File: config.mk
export PLATFORM = sky130hd
export DESIGN_NAME = rwp_core
export DESIGN_NICKNAME = d
export VERILOG_FILES = /design/src/verilog/rwp_pkg.sv /design/src/verilog/rwp_core.sv
export SDC_FILE = /design/constraint.sdc
export NUM_CORES = 1
export LEC_CHECK = 0
export BUFFER_PORTS_ARGS = -buffer_cell sky130_fd_sc_hd__buf_2
export CAP_MARGIN = 20
export CORE_AREA = 2 2 104 106
export DETAILED_ROUTE_END_ITERATION = 7
export DIE_AREA = 0 0 106 108
export HOLD_SLACK_MARGIN = 0.1
export PLACE_DENSITY_LB_ADDON = 0.2
export SLEW_MARGIN = 20
export SYNTH_ARGS = -nofsm -noshare
export SYNTH_HDL_FRONTEND = slang
export SYNTH_SLANG_ARGS = --single-unit
File: constraint.sdc
create_clock -name ref_clk -period 7.8 [get_ports ref_clk]
set_clock_uncertainty 0.2 [all_clocks]
set_input_delay 0.78 -clock ref_clk [delete_from_list [all_inputs] [get_ports ref_clk]]
set_output_delay 0.78 -clock ref_clk [all_outputs]
set_load 0.01 [all_outputs]
File: src/verilog/rwp_pkg.sv
// package for the ram window and pattern command block
// assumes command and parameter bytes arrive as one-cycle strobes
package rwp_pkg;
  // command codes
  localparam logic [7:0] CMD_READ_OPT = 8'h41;
  localparam logic [7:0] CMD_X_WIN = 8'h44;
  localparam logic [7:0] CMD_Y_WIN = 8'h45;
  localparam logic [7:0] CMD_FILL_RED = 8'h46;
  localparam logic [7:0] CMD_FILL_BW = 8'h47;
  localparam logic [7:0] CMD_X_CNT = 8'h4E;
  localparam logic [7:0] CMD_Y_CNT = 8'h4F;
  // reset values
  localparam logic [5:0] X_FIRST_RST = 6'h00;
  localparam logic [5:0] X_LAST_RST = 6'h15;
  localparam logic [8:0] Y_FIRST_RST = 9'h000;
  localparam logic [8:0] Y_LAST_RST = 9'h0C7;
  localparam logic [7:0] FILL_PARAM_RST = 8'h00;
  localparam logic [5:0] X_CNT_RST = 6'h00;
  localparam logic [8:0] Y_CNT_RST = 9'h000;
  // step sizes in pixels for the 3-bit step code, codes 5 to 7 all giving 200
  localparam logic [8:0] STEP_8 = 9'h008;
  localparam logic [8:0] STEP_16 = 9'h010;
  localparam logic [8:0] STEP_32 = 9'h020;
  localparam logic [8:0] STEP_64 = 9'h040;
  localparam logic [8:0] STEP_128 = 9'h080;
  localparam logic [8:0] STEP_200 = 9'h0C8;
  // pattern field positions
  localparam int FILL_VAL_BIT = 7;
  localparam int FILL_H_HI = 6;
  localparam int FILL_H_LO = 4;
  localparam int FILL_W_HI = 2;
  localparam int FILL_W_LO = 0;
  // panel geometry in pixels
  localparam logic [8:0] PANEL_W = 9'h0C8;
  localparam logic [8:0] PANEL_H = 9'h0C8;
  localparam logic [8:0] ONE9 = 9'h001;
  // parameter byte index values
  localparam logic [1:0] IDX0 = 2'h0;
  localparam logic [1:0] IDX1 = 2'h1;
  localparam logic [1:0] IDX2 = 2'h2;
  localparam logic [1:0] IDX3 = 2'h3;
  // fill engine states
  typedef enum logic [1:0] {
    RWP_IDLE = 2'b00,
    RWP_FILL = 2'b01
  } rwp_state_t;
endpackage

File: src/verilog/rwp_core.sv
// ram window, read option, pattern fill and address counter commands
// assumes synchronous cmd/data strobes from a serial front end and a
// one-bit-per-cycle ram write port owned by this block during fills
`timescale 1ns/100ps

////////////////////////////////////////////////////////////////////////
module rwp_core (
  input wire logic ref_clk,
  input wire logic rstn,
  input wire logic cmd_stb,
  input wire logic data_stb,
  input wire logic [7:0] byte_in,
  input wire logic ram_access,
  output logic read_plane_r,
  output logic [5:0] x_window_first_field_r,
  output logic [5:0] x_window_last_field_r,
  output logic [8:0] y_window_first_r,
  output logic [8:0] y_window_last_r,
  output logic [5:0] x_cnt_r,
  output logic [8:0] y_cnt_r,
  output logic busy_r,
  output logic fill_we_r,
  output logic fill_plane_r,
  output logic [8:0] fill_x_r,
  output logic [8:0] fill_y_r,
  output logic fill_bit_r
);

  ////////////////////////////////////////////////////////////////////
  // reset synchroniser
  logic rst_s1_r;
  logic rst_s2_r;
  logic rst_n;

  // two-flop release of the async reset
  always_ff @(posedge ref_clk or negedge rstn) begin
    if (!rstn) begin
      rst_s1_r <= 1'b0;
      rst_s2_r <= 1'b0;
    end else begin
      rst_s1_r <= 1'b1;
      rst_s2_r <= rst_s1_r;
    end
  end
  assign rst_n = rst_s2_r;

  ////////////////////////////////////////////////////////////////////
  // step size decode, shared by height and width
  function automatic logic [8:0] step_of(input logic [2:0] code);
    logic [8:0] s;
    s = rwp_pkg::STEP_200;
    case (code)
      3'h0: s = rwp_pkg::STEP_8;
      3'h1: s = rwp_pkg::STEP_16;
      3'h2: s = rwp_pkg::STEP_32;
      3'h3: s = rwp_pkg::STEP_64;
      3'h4: s = rwp_pkg::STEP_128;
      default: s = rwp_pkg::STEP_200;
    endcase
    return s;
  endfunction

  ////////////////////////////////////////////////////////////////////
  // command state
  logic [7:0] cmd_r, cmd_nxt; // current command
  logic [1:0] idx_r, idx_nxt; // parameter byte index
  logic [7:0] lo_r, lo_nxt; // held low byte
  logic read_plane_nxt;
  logic [5:0] xf_nxt, xl_nxt, xc_nxt;
  logic [8:0] yf_nxt, yl_nxt, yc_nxt;
  logic [7:0] fparam_r, fparam_nxt; // fill parameter
  logic start_fill; // fill launch this cycle
  logic fplane_sel; // plane of launched fill
  logic fill_done; // last pixel written
  rwp_pkg::rwp_state_t st_r, st_nxt;

  // parameter byte handling and counter stepping
  always_comb begin
    cmd_nxt = cmd_r;
    idx_nxt = idx_r;
    lo_nxt = lo_r;
    read_plane_nxt = read_plane_r;
    xf_nxt = x_window_first_field_r;
    xl_nxt = x_window_last_field_r;
    yf_nxt = y_window_first_r;
    yl_nxt = y_window_last_r;
    xc_nxt = x_cnt_r;
    yc_nxt = y_cnt_r;
    fparam_nxt = fparam_r;
    start_fill = 1'b0;
    fplane_sel = 1'b0;
    if (cmd_stb && !busy_r) begin
      // new command restarts parameter count
      cmd_nxt = byte_in;
      idx_nxt = rwp_pkg::IDX0;
    end else if (data_stb && !busy_r) begin
      idx_nxt = (idx_r == rwp_pkg::IDX3) ? idx_r : idx_r + 2'h1;
      case (cmd_r)
        rwp_pkg::CMD_READ_OPT: begin
          if (idx_r == rwp_pkg::IDX0) read_plane_nxt = byte_in[0];
        end
        rwp_pkg::CMD_X_WIN: begin
          if (idx_r == rwp_pkg::IDX0) xf_nxt = byte_in[5:0];
          else if (idx_r == rwp_pkg::IDX1) xl_nxt = byte_in[5:0];
        end
        rwp_pkg::CMD_Y_WIN: begin
          // low byte then bit 8 byte
          if (idx_r == rwp_pkg::IDX0 || idx_r == rwp_pkg::IDX2) begin
            lo_nxt = byte_in;
          end else if (idx_r == rwp_pkg::IDX1) begin
            yf_nxt = {byte_in[0], lo_r};
          end else begin
            yl_nxt = {byte_in[0], lo_r};
          end
        end
        rwp_pkg::CMD_FILL_RED, rwp_pkg::CMD_FILL_BW: begin
          if (idx_r == rwp_pkg::IDX0) begin
            fparam_nxt = byte_in;
            start_fill = 1'b1;
            fplane_sel = (cmd_r == rwp_pkg::CMD_FILL_RED);
          end
        end
        rwp_pkg::CMD_X_CNT: begin
          if (idx_r == rwp_pkg::IDX0) xc_nxt = byte_in[5:0];
        end
        rwp_pkg::CMD_Y_CNT: begin
          if (idx_r == rwp_pkg::IDX0) lo_nxt = byte_in;
          else if (idx_r == rwp_pkg::IDX1) yc_nxt = {byte_in[0], lo_r};
        end
        default: begin
          lo_nxt = lo_r;
        end
      endcase
    end else if (ram_access && !busy_r) begin
      // advance inside the window only, wrap to start
      if (x_cnt_r >= x_window_last_field_r) begin
        xc_nxt = x_window_first_field_r;
        if (y_cnt_r >= y_window_last_r) yc_nxt = y_window_first_r;
        else yc_nxt = y_cnt_r + rwp_pkg::ONE9;
      end else begin
        xc_nxt = x_cnt_r + 6'h01;
      end
    end
  end

  // command registers
  always_ff @(posedge ref_clk or negedge rst_n) begin
    if (!rst_n) begin
      cmd_r <= 8'h00;
      idx_r <= rwp_pkg::IDX0;
      lo_r <= 8'h00;
      read_plane_r <= 1'b0;
      x_window_first_field_r <= rwp_pkg::X_FIRST_RST;
      x_window_last_field_r <= rwp_pkg::X_LAST_RST;
      y_window_first_r <= rwp_pkg::Y_FIRST_RST;
      y_window_last_r <= rwp_pkg::Y_LAST_RST;
      x_cnt_r <= rwp_pkg::X_CNT_RST;
      y_cnt_r <= rwp_pkg::Y_CNT_RST;
      fparam_r <= rwp_pkg::FILL_PARAM_RST;
    end else begin
      cmd_r <= cmd_nxt;
      idx_r <= idx_nxt;
      lo_r <= lo_nxt;
      read_plane_r <= read_plane_nxt;
      x_window_first_field_r <= xf_nxt;
      x_window_last_field_r <= xl_nxt;
      y_window_first_r <= yf_nxt;
      y_window_last_r <= yl_nxt;
      x_cnt_r <= xc_nxt;
      y_cnt_r <= yc_nxt;
      fparam_r <= fparam_nxt;
    end
  end

  ////////////////////////////////////////////////////////////////////
  // fill engine: raster over the panel, one pixel per cycle
  logic [8:0] fx_nxt, fy_nxt; // pixel position
  logic [8:0] sx_r, sx_nxt; // position within step column
  logic [8:0] sy_r, sy_nxt; // position within step row
  logic px_r, px_nxt; // column parity
  logic py_r, py_nxt; // row parity
  logic busy_nxt, we_nxt, plane_nxt, bit_nxt;
  logic [8:0] h_step, w_step;

  assign h_step = step_of(fparam_r[rwp_pkg::FILL_H_HI:rwp_pkg::FILL_H_LO]);
  assign w_step = step_of(fparam_r[rwp_pkg::FILL_W_HI:rwp_pkg::FILL_W_LO]);
  assign fill_done = (fill_x_r == rwp_pkg::PANEL_W - rwp_pkg::ONE9) &&
                     (fill_y_r == rwp_pkg::PANEL_H - rwp_pkg::ONE9);

  // next pixel and its value
  always_comb begin
    st_nxt = st_r;
    fx_nxt = fill_x_r;
    fy_nxt = fill_y_r;
    sx_nxt = sx_r;
    sy_nxt = sy_r;
    px_nxt = px_r;
    py_nxt = py_r;
    plane_nxt = fill_plane_r;
    we_nxt = 1'b0;
    busy_nxt = busy_r;
    case (st_r)
      rwp_pkg::RWP_IDLE: begin
        if (start_fill) begin
          st_nxt = rwp_pkg::RWP_FILL;
          busy_nxt = 1'b1;
          plane_nxt = fplane_sel;
          fx_nxt = 9'h000;
          fy_nxt = 9'h000;
          sx_nxt = 9'h000;
          sy_nxt = 9'h000;
          px_nxt = 1'b0;
          py_nxt = 1'b0;
          we_nxt = 1'b1;
        end
      end
      rwp_pkg::RWP_FILL: begin
        if (fill_done) begin
          st_nxt = rwp_pkg::RWP_IDLE;
          busy_nxt = 1'b0;
        end else begin
          we_nxt = 1'b1;
          if (fill_x_r == rwp_pkg::PANEL_W - rwp_pkg::ONE9) begin
            // end of row: back to column zero
            fx_nxt = 9'h000;
            sx_nxt = 9'h000;
            px_nxt = 1'b0;
            fy_nxt = fill_y_r + rwp_pkg::ONE9;
            if (sy_r == h_step - rwp_pkg::ONE9) begin
              sy_nxt = 9'h000;
              py_nxt = ~py_r;
            end else begin
              sy_nxt = sy_r + rwp_pkg::ONE9;
            end
          end else begin
            fx_nxt = fill_x_r + rwp_pkg::ONE9;
            if (sx_r == w_step - rwp_pkg::ONE9) begin
              sx_nxt = 9'h000;
              px_nxt = ~px_r;
            end else begin
              sx_nxt = sx_r + rwp_pkg::ONE9;
            end
          end
        end
      end
      default: begin
        st_nxt = rwp_pkg::RWP_IDLE;
        busy_nxt = 1'b0;
      end
    endcase
    // first step value, alternating per step
    bit_nxt = (start_fill ? fparam_nxt[rwp_pkg::FILL_VAL_BIT]
                          : fparam_r[rwp_pkg::FILL_VAL_BIT]) ^ px_nxt ^ py_nxt;
  end

  // fill registers
  always_ff @(posedge ref_clk or negedge rst_n) begin
    if (!rst_n) begin
      st_r <= rwp_pkg::RWP_IDLE;
      fill_x_r <= 9'h000;
      fill_y_r <= 9'h000;
      sx_r <= 9'h000;
      sy_r <= 9'h000;
      px_r <= 1'b0;
      py_r <= 1'b0;
      busy_r <= 1'b0;
      fill_we_r <= 1'b0;
      fill_plane_r <= 1'b0;
      fill_bit_r <= 1'b0;
    end else begin
      st_r <= st_nxt;
      fill_x_r <= fx_nxt;
      fill_y_r <= fy_nxt;
      sx_r <= sx_nxt;
      sy_r <= sy_nxt;
      px_r <= px_nxt;
      py_r <= py_nxt;
      busy_r <= busy_nxt;
      fill_we_r <= we_nxt;
      fill_plane_r <= plane_nxt;
      fill_bit_r <= bit_nxt;
    end
  end

endmodule

# == Yosys cells after proc, flatten, opt, wreduce, memory -nomap -nowiden ==
# Cells that the tools add are included.
# classes
n_addsub,9
order_cmp,2
n_eq_ne,35
muxes,67
bitwise_logic,8
reduce_logical,30
# ops
cell,count
9-bit 2-to-1 mux,18
8-bit case mux with 5 select lines,2
9-bit case mux with 2 select lines,4
8-bit by 7-bit equality test with 1-bit output (second input constant),7
8-bit 2-to-1 mux,6
9-bit by 1-bit adder with 9-bit output (second input constant),5
6-bit 2-to-1 mux,5
1-bit 2-to-1 mux,21
4-bit AND reduction,5
5-bit AND reduction,4
9-bit by 8-bit equality test with 1-bit output (second input constant),2
9-bit equality test,2
9-bit by 1-bit subtractor with 9-bit output (second input constant),2
2-bit inequality test (second input constant),8
8-bit case mux with 2 select lines,1
3-bit by 2-bit equality test with 1-bit output (second input constant),4
2-bit 2-to-1 mux,5
2-bit nonzero test,5
9-bit greater-or-equal comparator,1
2-bit by 1-bit inequality test with 1-bit output (second input constant),4
1-bit case mux with 2 select lines,4
6-bit by 1-bit adder with 6-bit output (second input constant),1
3-bit by 1-bit equality test with 1-bit output (second input constant),2
3-bit equality test (second input constant),2
16 further kinds,31
# word_totals
ff_bits,118
input_bits,13
output_inout_bits,68
word_cells,176

# == Longest topological paths before layout ==
# Gate-level depths: netlist of the first run.
# logic_depth
ltp_word,10
ltp_mapped,11
mapped_depth_nobuf,9

# == Worst setup path after synthesis of the first run ==
# Ideal clock, no wire load.
# synth_timing
path_type,reg2reg
start,reg x_window_last_field_r[0]
end,reg y_cnt_r[0]
setup_time_ps,121
arrival_time_ps,2321
t_required_ps,7479
path_slack_ps,5158
path_stages_with_launch,10
path_buffers,2
period_less_slack_ps,2642
path_cell_list,dfstp_2 ha_1 nand2b_1 a2111oi_1 o21ai_0 a21o_1 buf_2 and2_1 buf_2 a22o_1
# synth_via
elab_chain_len,3
# synth_rtl
element,line,source
from (decl),rwp_core.sv:16,"output logic [5:0] x_window_last_field_r,"
from (signal assigned),rwp_core.sv:154,x_window_last_field_r <= rwp_pkg::X_LAST_RST;
from (signal assigned),rwp_core.sv:166,x_window_last_field_r <= xl_nxt;
6-bit greater-or-equal comparator,rwp_core.sv:136,if (x_cnt_r >= x_window_last_field_r) begin
2-bit nonzero test (no line),--,
6-bit AND reduction (no line),--,
to (signal assigned),rwp_core.sv:158,y_cnt_r <= rwp_pkg::Y_CNT_RST;
to (signal assigned),rwp_core.sv:170,y_cnt_r <= yc_nxt;
to (decl),rwp_core.sv:20,"output logic [8:0] y_cnt_r,"
# Every way passes these cells.
# A chain may end at the register's enable or synchronous reset.

# == Final worst setup path of the first run ==
# layout_timing
start,reg busy_r
end,reg fill_x_r[7]
# layout_via
elab_chain_len,6
word_cells_on_any_way,7
cone_classes,1 x eq/ne; 2 x mux; 4 x reduce/logical
# layout_rtl
element,line,source
from (decl),rwp_core.sv:21,"output logic busy_r,"
from (signal assigned),rwp_core.sv:278,busy_r <= busy_nxt;
1-bit zero test (*),"rwp_core.sv:92, rwp_core.sv:96",
1-bit logical AND,rwp_core.sv:96,end else if (data_stb && !busy_r) begin
1-bit 2-to-1 mux,rwp_core.sv:96,
1-bit 2-to-1 mux (*),rwp_core.sv:92,if (cmd_stb && !busy_r) begin
2-bit inequality test (no line) (*),--,
3-bit AND reduction (no line) (*),--,
to (signal assigned),rwp_core.sv:272,fill_x_r <= fx_nxt;
to (decl),rwp_core.sv:24,"output logic [8:0] fill_x_r,"
# Mark *: on every way between the ends. The rest lies on a longest branch, timed or not.

==> results.txt, run 1 <==
Outcome -> complete, no violations
Pwr Total -> 2.105 mW
Fraction of layout cells with a size suffix above 1 -> 25.14%
Setup TNS -> 0 ns
Worst hold path class -> register to async pin
CP Class -> register to register
Most frequent cell after synthesis -> dfrtp_1
Setup bufs post-CTS -> 0
Antenna violations before repair -> 0
Core area -> 0.01023 mm2
Vias in the first global route -> 5138
Synth Area per Inst -> 10.20 um2
CTS tree -> yes
Max-Cap Viols -> 0
Clk_lat worst skew -> 0.53 ns
Vias per cell -> 6.040
Crit Path Max Fanout -> 23
Slew Viols, Final -> 0
Residual DRC -> 0
RSZ-0062 raised after global routing -> false
Fillers -> 749
Nets@finish -> 744
Post-synth EDFFs -> 0
Relative slew slack -> 39.75%
Crit path capture type -> register
Fin. Hold Viols -> 0
Worst Tran Pin Value -> 0.9038 ns
DR vias -> 5146
Drt first pass iters -> 5
Die area -> 0.01145 mm2
Drt initial violations -> 322
Setup ws final -> 4.403 ns
CP max stage cell -> and4_1
Area contributors post-synth -> dfrtp_1, mux2_2, ha_1
Die height -> 108 um
IO Port Bufs -> 80
Critical path launch point type -> register
Die width -> 106 um
Share of the synthesized area in the top cell type -> 42.13%
CP delay by family, top -> simple AND/OR/NAND/NOR gates
Largest net degree at the start of global routing -> 72
Root Driver -> clkbuf_8
Prevailing post-synth register cell -> dfrtp_1
CP arrival -> 3.65 ns
P per Cell Area -> 282.5 mW/mm2
Mapped Area -> 0.006356 mm2
Tmin final -> 3.397 ns
Hold slack -> 0.1234 ns
Tcrit/Tclk final -> 43.55%
Grt ovf -> 0
Netlist cell types -> 74
Wirelength per Cell -> 17.67 um
Pre-CTS WS -> 4.125 ns
Reg clk slew, reported paths -> 0.06 ns
Critical path buffers and inverters -> 1
First-pass GRT wire length -> 24920 um
Top cell type by total area after synthesis -> dfrtp_1
CTS buffer count -> 17
RD Place Congestion -> 0.8697
#FFs+latches synth -> 115
H-tree depth -> 4
N_diodes -> 0
Yosys warning count -> 0
Final setup vio count -> 0
Max Root-Sink Buffers -> 2
Syn Nets -> 664
Clock Sinks -> 115
Crit-path cells -> nor3b_4 -> and4_1 -> nor2_1 -> inv_2 -> nand4_2 -> or3_1 -> a21oi_1
Top cells by count, synth -> dfrtp_1, nand2_1, nor2_1
WL final -> 15050 um
Sequential area share after synthesis -> 45.43%
Row cnt -> 37
Max Freq -> 294.4 MHz
Util after Layout -> 72.85%
Critical path required time -> 8.05 ns
Post-synth ARST share -> 100.0%
Detail Route Antenna Nets -> 0
Starting Density -> 62.13%
Peak VDD IR -> 0.2023 mV
Synth-to-Final Area Change -> 17.26%
IO Pins -> 81
Gate Count Post-Synth -> 623
Half-perimeter wire length after placement -> 10380 um
Gr usage total -> 27.92%
Leak Pwr -> 3.571 nW
CP max stage delay -> 0.85 ns
power by group:
group	switching, mW	total [mW]	internal (mW)
clock	0.291	0.812	0.520
combinational	0.286	0.490	0.205
sequential	0.124	0.803	0.679
layout make-up:
type,instances,area (um2),area share (%)
Multi-Input combinational cell,456,3227,43.29
Sequential cell,115,2892,38.79
Tap cell,136,170.2,2.283
Timing Repair Buffer,85,437.9,5.875
Clock buffer,17,414.1,5.556
Inverter,28,105.1,1.410
Clock inverter,15,207.7,2.787
layout by cell type (no fill, tap or decap), drive strengths merged, types with 4 or more instances in the layout:
| cell | netlist | routed |
|---|---|---|
| and3 | 8 | 8 |
| or3 | 6 | 6 |
| a41oi | 10 | 10 |
| mux2i | 6 | 6 |
| a211oi | 8 | 8 |
| inv | 28 | 30 |
| xnor2 | 21 | 21 |
| dfrtp | 107 | 107 |
| clkbuf | 11 | 17 |
| clkinvlp | 0 | 7 |
| o21ai | 34 | 34 |
| and2 | 6 | 6 |
| bufinv | 0 | 4 |
| ha | 28 | 28 |
| o211ai | 9 | 9 |
| nand3 | 25 | 25 |
| nor2b | 10 | 10 |
| nand2b | 6 | 6 |
| nand2 | 74 | 74 |
| mux2 | 41 | 41 |
| nor2 | 39 | 39 |
| dfstp | 8 | 8 |
| buf | 13 | 84 |
| xor2 | 16 | 16 |
| nand4 | 18 | 18 |
| a22o | 5 | 5 |
| a21oi | 20 | 20 |
| nor3 | 12 | 12 |
| a21o | 7 | 7 |
| nor4 | 5 | 5 |
| a31oi | 5 | 5 |
flip-flops by register name, summed over array words and instances (netlist names):
register and cells:
fill_y_r 9, y_window_last_r 9, fill_bit_r 1, x_window_first_field_r 6
x_cnt_r 6, fill_we_r 1, y_cnt_r 9, cmd_r 8
sy_r 9, fill_plane_r 1, sx_r 9, lo_r 8
y_window_first_r 9, busy_r 1, idx_r 2, rst_n 1
py_r 1, fill_x_r 9, read_plane_r 1, fparam_r 7
rst_s1_r 1, x_window_last_field_r 6, px_r 1
final timing paths:
| check | start | endpoint | slack, ns | depth (start not counted) |
|---|---|---|---|---|
| min in group ref_clk | rst_s1_r | rst_n | 0.15 | 0 |
| max in group asynchronous | rst_n | fparam_r[7] | 5.99 | 1 |
| worst min register to register | rst_n | fill_plane_r | 0.12 | 0 |
| worst max-delay path | busy_r | fill_x_r[7] | 4.40 | 7 |
| worst max register to register | busy_r | fill_x_r[7] | 4.40 | 7 |
| worst min-delay path | rst_n | fill_plane_r | 0.12 | 0 |
worst reg2reg max path, stage by stage, from the launching register on:
cell and delay, ns:
dfrtp_1 0.54, nor3b_4 0.37, and4_1 0.85, nor2_1 0.43
inv_2 0.23, nand4_2 0.17, or3_1 0.38, a21oi_1 0.14
routing by layer:
layer	routed length, um	GRT usage [%]
met5	0	0
met2	7347	45.25
met1	6699	37.06
met3	817	6.209
met4	189	10.71
cells by family after synthesis:
group	synth area share [%]
other	0.05900
muxes	8.563
and+or+nand+nor	18.07
buffers and inverters	3.799
xor gates and xnor gates	5.098
DFF	45.43
adders and majority gates	5.512
AOI/OAI and AO/OA	13.46
through the flow:
stage          area [um2]  instances
2_1_floorplan        6356        623
3_3_place_gp         6817        818
3_5_place_dp         6817        818
4_1_cts              7448        851
5_1_grt              7453        852
6_report             7453        852
repair_timing:
item | 4_1_cts | 5_1_grt
hold endpoints to repair | 2 | 0
gates resized for setup | 0 | 0
hold buffers | 1 | 0
setup endpoints to repair | 0 | 0
No activity file was read; power rests on OpenSTA's default activity.
==> run 2: changes to the inputs <==
- ABC_AREA: default -> 1
- CORE_AREA: 2 2 104 106 -> 2 2 108 110
- DIE_AREA: 0 0 106 108 -> 0 0 110 112
- clock period: 7.8 -> 3.2 ns (I/O delays scaled with it)
==> results.txt, run 2 <==
Outcome -> complete, no violations
Met3 usage in global routing -> 5.796% (-0.41 points)
CTS buffer count -> 17 (unchanged)
Synth Area per Inst -> 8.057 um2 (-21%)
Largest net degree at the start of global routing -> 60 (-17%)
Final instance area -> 0.007652 mm2 (+2.7%)
Clk_lat worst skew -> 0.42 ns (-0.11 ns)
Netlist cell types -> 49 (-34%)
CTS tree -> yes
WL final -> 15550 um (+3.3%)
Max Root-Sink Buffers -> 2 (unchanged)
Met2 usage -> 42.00% (-3.2 points)
Grt ovf -> 0 (unchanged)
RSZ-0062 raised after global routing -> false
Pwr Total -> 3.477 mW (+65%)
CP arrival -> 2.72 ns (-0.93 ns)
Met1 GRT Util -> 37.53% (+0.47 points)
Post-synth ARST share -> 100.0% (unchanged)
Drt first pass iters -> 5 (unchanged)
Core area -> 0.01117 mm2 (+9.2%)
Nets@finish -> 934 (+26%)
Hold slack -> 0.1093 ns (-0.01413 ns)
Die area -> 0.01232 mm2 (+7.6%)
Slew Viols, Final -> 0 (unchanged)
Root Driver -> clkbuf_16
DR vias -> 5756 (+12%)
Most frequent cell after synthesis -> nand2_1
Wirelength per Cell -> 14.82 um (-16%)
Tcrit/Tclk final -> 82.07% (+39 points)
Util after Layout -> 68.48% (-4.4 points)
Relative slew slack -> 48.23% (+8.5 points)
Top cells by count, synth -> nand2_1, dfrtp_1, inv_1
Tmin final -> 2.626 ns (-0.7710 ns)
Share of the synthesized area in the top cell type -> 41.49% (-0.64 points)
Most frequent cells in the layout -> nand2_1, dfrtp_1, inv_1
Commonest non-fill, non-tap cell in the layout -> nand2_1
GR peak layer -> met2
Fillers -> 892 (+19%)
Top cell type by total area after synthesis -> dfrtp_1
Die width -> 110 um (+3.8%)
Clock Sinks -> 115 (unchanged)
Half-perimeter wire length after placement -> 11160 um (+7.6%)
Die height -> 112 um (+3.7%)
Mapped Area -> 0.006454 mm2 (+1.5%)
Crit Path Max Fanout -> 15 (-35%)
Area contributors post-synth -> dfrtp_1, nand2_1, o21ai_0
CP Class -> register to register
Sequential area share after synthesis -> 44.75% (-0.69 points)
Drt initial violations -> 425 (+32%)
Starting Density -> 57.75% (-4.4 points)
Critical path launch point type -> register
Residual DRC -> 0 (unchanged)
RD Place Congestion -> 0.8988 (+3.3%)
Crit path capture type -> register
Final setup vio count -> 0 (unchanged)
Setup bufs post-CTS -> 0 (unchanged)
#FFs+latches synth -> 115 (unchanged)
N_diodes -> 0 (unchanged)
Fraction of layout cells with a size suffix above 1 -> 17.00% (-8.1 points)
Vias in the first global route -> 5581 (+8.6%)
Placed Instance Area -> 0.006947 mm2 (+1.9%)
Detail Route Antenna Nets -> 0 (unchanged)
Synth-to-Final Area Change -> 18.57%
IO Pins -> 81 (unchanged)
Vias per cell -> 5.487 (-9.2%)
Max-Cap Viols -> 0 (unchanged)
Max Freq -> 380.8 MHz (+29%)
IO Port Bufs -> 80 (unchanged)
Antenna violations before repair -> 0 (unchanged)
Peak VDD IR -> 0.4054 mV (+100%)
Reg clk slew, reported paths -> 0.05 ns (about the same)
Gate Count Post-Synth -> 801 (+29%)
Yosys warning count -> 0 (unchanged)
P per Cell Area -> 454.4 mW/mm2 (+61%)
Fin. Hold Viols -> 0 (unchanged)
Worst hold path class -> input port to register
Worst Tran Pin Value -> 0.7765 ns (-0.1273 ns)
Row cnt -> 39 (+5.4%)
Syn Nets -> 842 (+27%)
First-pass GRT wire length -> 26290 um (+5.5%)
Critical path required time -> 3.30 ns (-4.75 ns)
H-tree depth -> 4 (unchanged)
Setup TNS -> 0 ns (unchanged)
Prevailing post-synth register cell -> dfrtp_1
Gr usage total -> 27.32% (-0.60 points)
Leak Pwr -> 3.794 nW (+6.2%)
Post-synth EDFFs -> 0 (unchanged)
## run 2: routing by layer
metal	vias to the layer above	part of all wire, %	routed length (um)
li1	2824	-	-
met1	2749	45	6985
met2	153	48	7503
met3	30	4.6	721
met4	0	2.2	336
met5	-	0	0
## run 2: per-stage QoR
stage | cells | setup WS [ns]
6_report | 1049 | 0.5737
5_1_grt | 1049 | 0.2908
4_1_cts | 1049 | 0.6013
3_5_place_dp | 1008 | 0.6200
3_3_place_gp | 1008 | 0.7041
2_1_floorplan | 801 | 0.9612
## run 2: cells by family (layout without fill, tap and decap cells)
logic type / Yosys count / count (layout) / synth area share [%]
flops: 115 / 115 / 44.75
fa+ha+maj: 28 / 28 / 5.429
xor+xnor: 25 / 25 / 3.393
other cells: 1 / 1 / 0.05811
compound gates: 151 / 151 / 13.24
buf+inv: 120 / 225 / 7.910
simple gates: 361 / 361 / 25.22
## run 2: cell type report
type	count	area, um2	area share, %
clock buffer	23	488.0	6.377
clock inverter	9	127.6	1.668
timing repair buffer	92	525.5	6.867
inverter	101	385.4	5.036
tap	143	178.9	2.338
sequential	115	2892	37.79
multi-input combinational	566	3055	39.93
## run 2: what timing repair did
action                     4_1_cts  5_1_grt
hold endpoints to repair        19        0
setup endpoints to repair        0        0
hold buffers                     9        0
gates resized for setup          0        0
## run 2: path summary, 6_finish.rpt
path | from | end | slack (ns) | cells after the start
worst min register to register | rst_s1_r | rst_n | 0.15 | 0
worst min-delay path | cmd_stb | cmd_r[1] | 0.11 | 3
max in group asynchronous | rst_n | x_window_last_field_r[0] | 1.85 | 1
worst max register to register | y_window_last_r[6] | y_cnt_r[5] | 0.57 | 10
min in group asynchronous | rst_n | x_window_first_field_r[1] | 0.21 | 0
worst max-delay path | y_window_last_r[6] | y_cnt_r[5] | 0.57 | 10
## run 2: power breakdown
part	internal, mW	switching, mW
logic	0.0165	0.0332
registers	1.46	0.0143
clock network	1.30	0.655
## run 2: worst max-delay path, cell delays in order (launching register included)
cell     delay (ns)
dfstp_2        0.54
inv_1          0.04
ha_1           0.33
a21oi_1        0.16
o21ai_0        0.11
a21oi_1        0.18
nand3_1        0.42
nand2_1        0.18
o21ai_0        0.10
o21ai_0        0.18
nand2_1        0.08
==> run 3: changes to the inputs <==
- ABC_AREA: 1 -> 0
- CORE_AREA: 2 2 108 110 -> 2 2 113 115
- DIE_AREA: 0 0 110 112 -> 0 0 115 117
- clock period: 3.2 -> 2.2 ns (I/O delays scaled with it)
==> results.txt, run 3 (synthesized netlist as in run 1, its figures left out) <==
Clock power share -> 30.6% (-26 points)
Die area -> 0.01346 mm2 (+9.2%)
H-tree depth -> 4 (unchanged)
P per Cell Area -> 916.4 mW/mm2 (+100%)
Sequential power share -> 31.8% (-10 points)
Peak VDD IR -> 0.6225 mV (+54%)
Largest net degree at the start of global routing -> 41 (-32%)
First-pass GRT wire length -> 29010 um (+10%)
CP Class -> register to register
N_diodes -> 0 (unchanged)
Comb power frac -> 37.6% (+36 points)
Final setup vio count -> 50 (+50)
Setup slack, reg-to-reg -> -0.28 ns (-0.85 ns)
CTS buffer count -> 17 (unchanged)
CP arrival -> 2.57 ns (-0.15 ns)
Detail Route Antenna Nets -> 0 (unchanged)
Vias in the first global route -> 5869 (+5.2%)
Half-perimeter wire length after placement -> 12360 um (+11%)
Pwr Total -> 8.588 mW (+150%)
Tcrit/Tclk final -> 112.6% (+31 points)
Commonest non-fill, non-tap cell in the layout -> buf_4
IO Pins -> 81 (unchanged)
Clk_lat worst skew -> 0.42 ns (about the same)
Slew Viols, Final -> 0 (unchanged)
RSZ-0062 raised after global routing -> true
Outcome -> finished, violations left
Die width -> 115 um (+4.5%)
Relative slew slack -> 61.16% (+13 points)
Max Root-Sink Buffers -> 2 (unchanged)
Critical path required time -> 2.29 ns (-1.01 ns)
RD Place Congestion -> 0.9198 (+2.3%)
Gr usage total -> 28.10% (+0.78 points)
Vias per cell -> 5.809 (+5.9%)
Hold slack -> 0.1305 ns (+0.02121 ns)
Synth-to-Final Area Change -> 47.44%
CTS tree -> yes
WL final -> 19340 um (+24%)
Leak Pwr -> 4.499 nW (+19%)
Nets@finish -> 893 (-4.4%)
Die height -> 117 um (+4.5%)
Worst hold path class -> register to async pin
Antenna violations before repair -> 1 (+1)
Most frequent cells in the layout -> buf_4, dfrtp_1, buf_2
Max-Cap Viols -> 0 (unchanged)
Crit path capture type -> register
DR vias -> 5890 (+2.3%)
Tmin final -> 2.478 ns (-0.1481 ns)
Row cnt -> 41 (+5.1%)
Fillers -> 790 (-11%)
Starting Density -> 51.63% (-6.1 points)
Wirelength per Cell -> 19.08 um (+29%)
Residual DRC -> 0 (unchanged)
Clock Sinks -> 115 (unchanged)
Drt initial violations -> 425 (unchanged)
Max Freq -> 403.5 MHz (+6.0%)
Setup TNS -> -4.776 ns (-4.776 ns)
Pre-CTS WS -> -0.3065 ns (-0.9265 ns)
Worst Tran Pin Value -> 0.5827 ns (-0.1938 ns)
Critical path launch point type -> register
IO Port Bufs -> 80 (unchanged)
Sw Ratio -> 33.82% (+14 points)
Fraction of layout cells with a size suffix above 1 -> 47.22% (+30 points)
Root Driver -> clkbuf_16
Setup ws final -> -0.2782 ns (-0.8519 ns)
Fin. Hold Viols -> 0 (unchanged)
Internal power -> 5.683 mW (+100%)
Psw -> 2.905 mW (+310%)
Core area -> 0.01231 mm2 (+10%)
Drt first pass iters -> 5 (unchanged)
Crit Path Max Fanout -> 3 (-12)
Grt ovf -> 0 (unchanged)
Reg clk slew, reported paths -> 0.06 ns (about the same)
Violated checks -> negative setup slack
[run 3: cell count changes in the layout (fill, tap and decap cells not counted), sizes merged, moves of 9 or more]
cell	before	now
buf	83	222
nand2	213	74
inv	100	28
o21ai	93	35
mux2	0	41
nor2	67	39
nand3	49	25
a21oi	31	20
xnor2	10	21
a41oi	0	10
nor2b	0	10
nand4	9	18
[run 3: per-layer routing]
layer,vias to the layer above,wire length [um],share of wire [%],track usage (%)
met2,189,9782,51,49.41
met3,73,914,4.7,5.973
met5,-,13,0.067,0
li1,2698,-,-,-
met4,2,856,4.4,14.70
met1,2928,7776,40,32.41
[run 3: layout make-up]
type                            count  area, um2  area share (%)
Sequential cell                   115       2900           30.95
Timing Repair Buffer              232       1692           18.05
Clock inverter                     11      112.6           1.202
Tap cell                          150      187.7           2.003
Clock buffer                       20      446.7           4.766
Inverter                           28      105.1           1.121
Multi-Input combinational cell    458       3928           41.91
[run 3: stage by stage]
stage / cells / instance area, um2 / utilization [%]
3_3_place_gp: 941 / 7866 / 63.89
2_1_floorplan: 623 / 6573 / -
4_1_cts: 1004 / 8941 / 72.62
3_5_place_dp: 941 / 7866 / 63.89
5_1_grt: 1014 / 9371 / 76.12
6_report: 1014 / 9371 / 76.12
[run 3: repair_timing]
item                       4_1_cts  5_1_grt
setup endpoints to repair       77       85
hold buffers                    10        0
resized for setup               55       73
gates cloned                     1        1
setup buffers                   21        9
pin swaps                       33       34
hold endpoints to repair        41        0
[run 3: power by group through the flow]
stage	logic [mW]	clock network, mW	registers [mW]
after floorplan	1.30	0	2.84
after global placement	2.43	0	2.70
after detailed placement	2.51	0	2.71
after CTS	2.86	2.65	2.70
after global routing	3.51	2.74	2.77
final	3.23	2.63	2.73
[run 3: worst paths after layout]
kind / start / endpoint / depth (start not counted)
setup / recovery: fparam_r[0] / fill_bit_r / 7
max in group asynchronous: rst_n / fparam_r[6] / 1
hold reg to reg: rst_n / x_window_last_field_r[3] / 0
hold / removal: rst_n / x_window_last_field_r[3] / 0
min in group ref_clk: rst_s1_r / rst_n / 0
setup reg to reg: fparam_r[0] / fill_bit_r / 7
[run 3: critical path, cell delays in order, from the launching register on]
cell and delay (ns):
dfrtp_2 0.43, buf_6 0.13, or3_4 0.37, a211o_1 0.30, a211oi_4 0.37, nand4_1 0.20
o2bb2ai_2 0.18, xor2_1 0.16
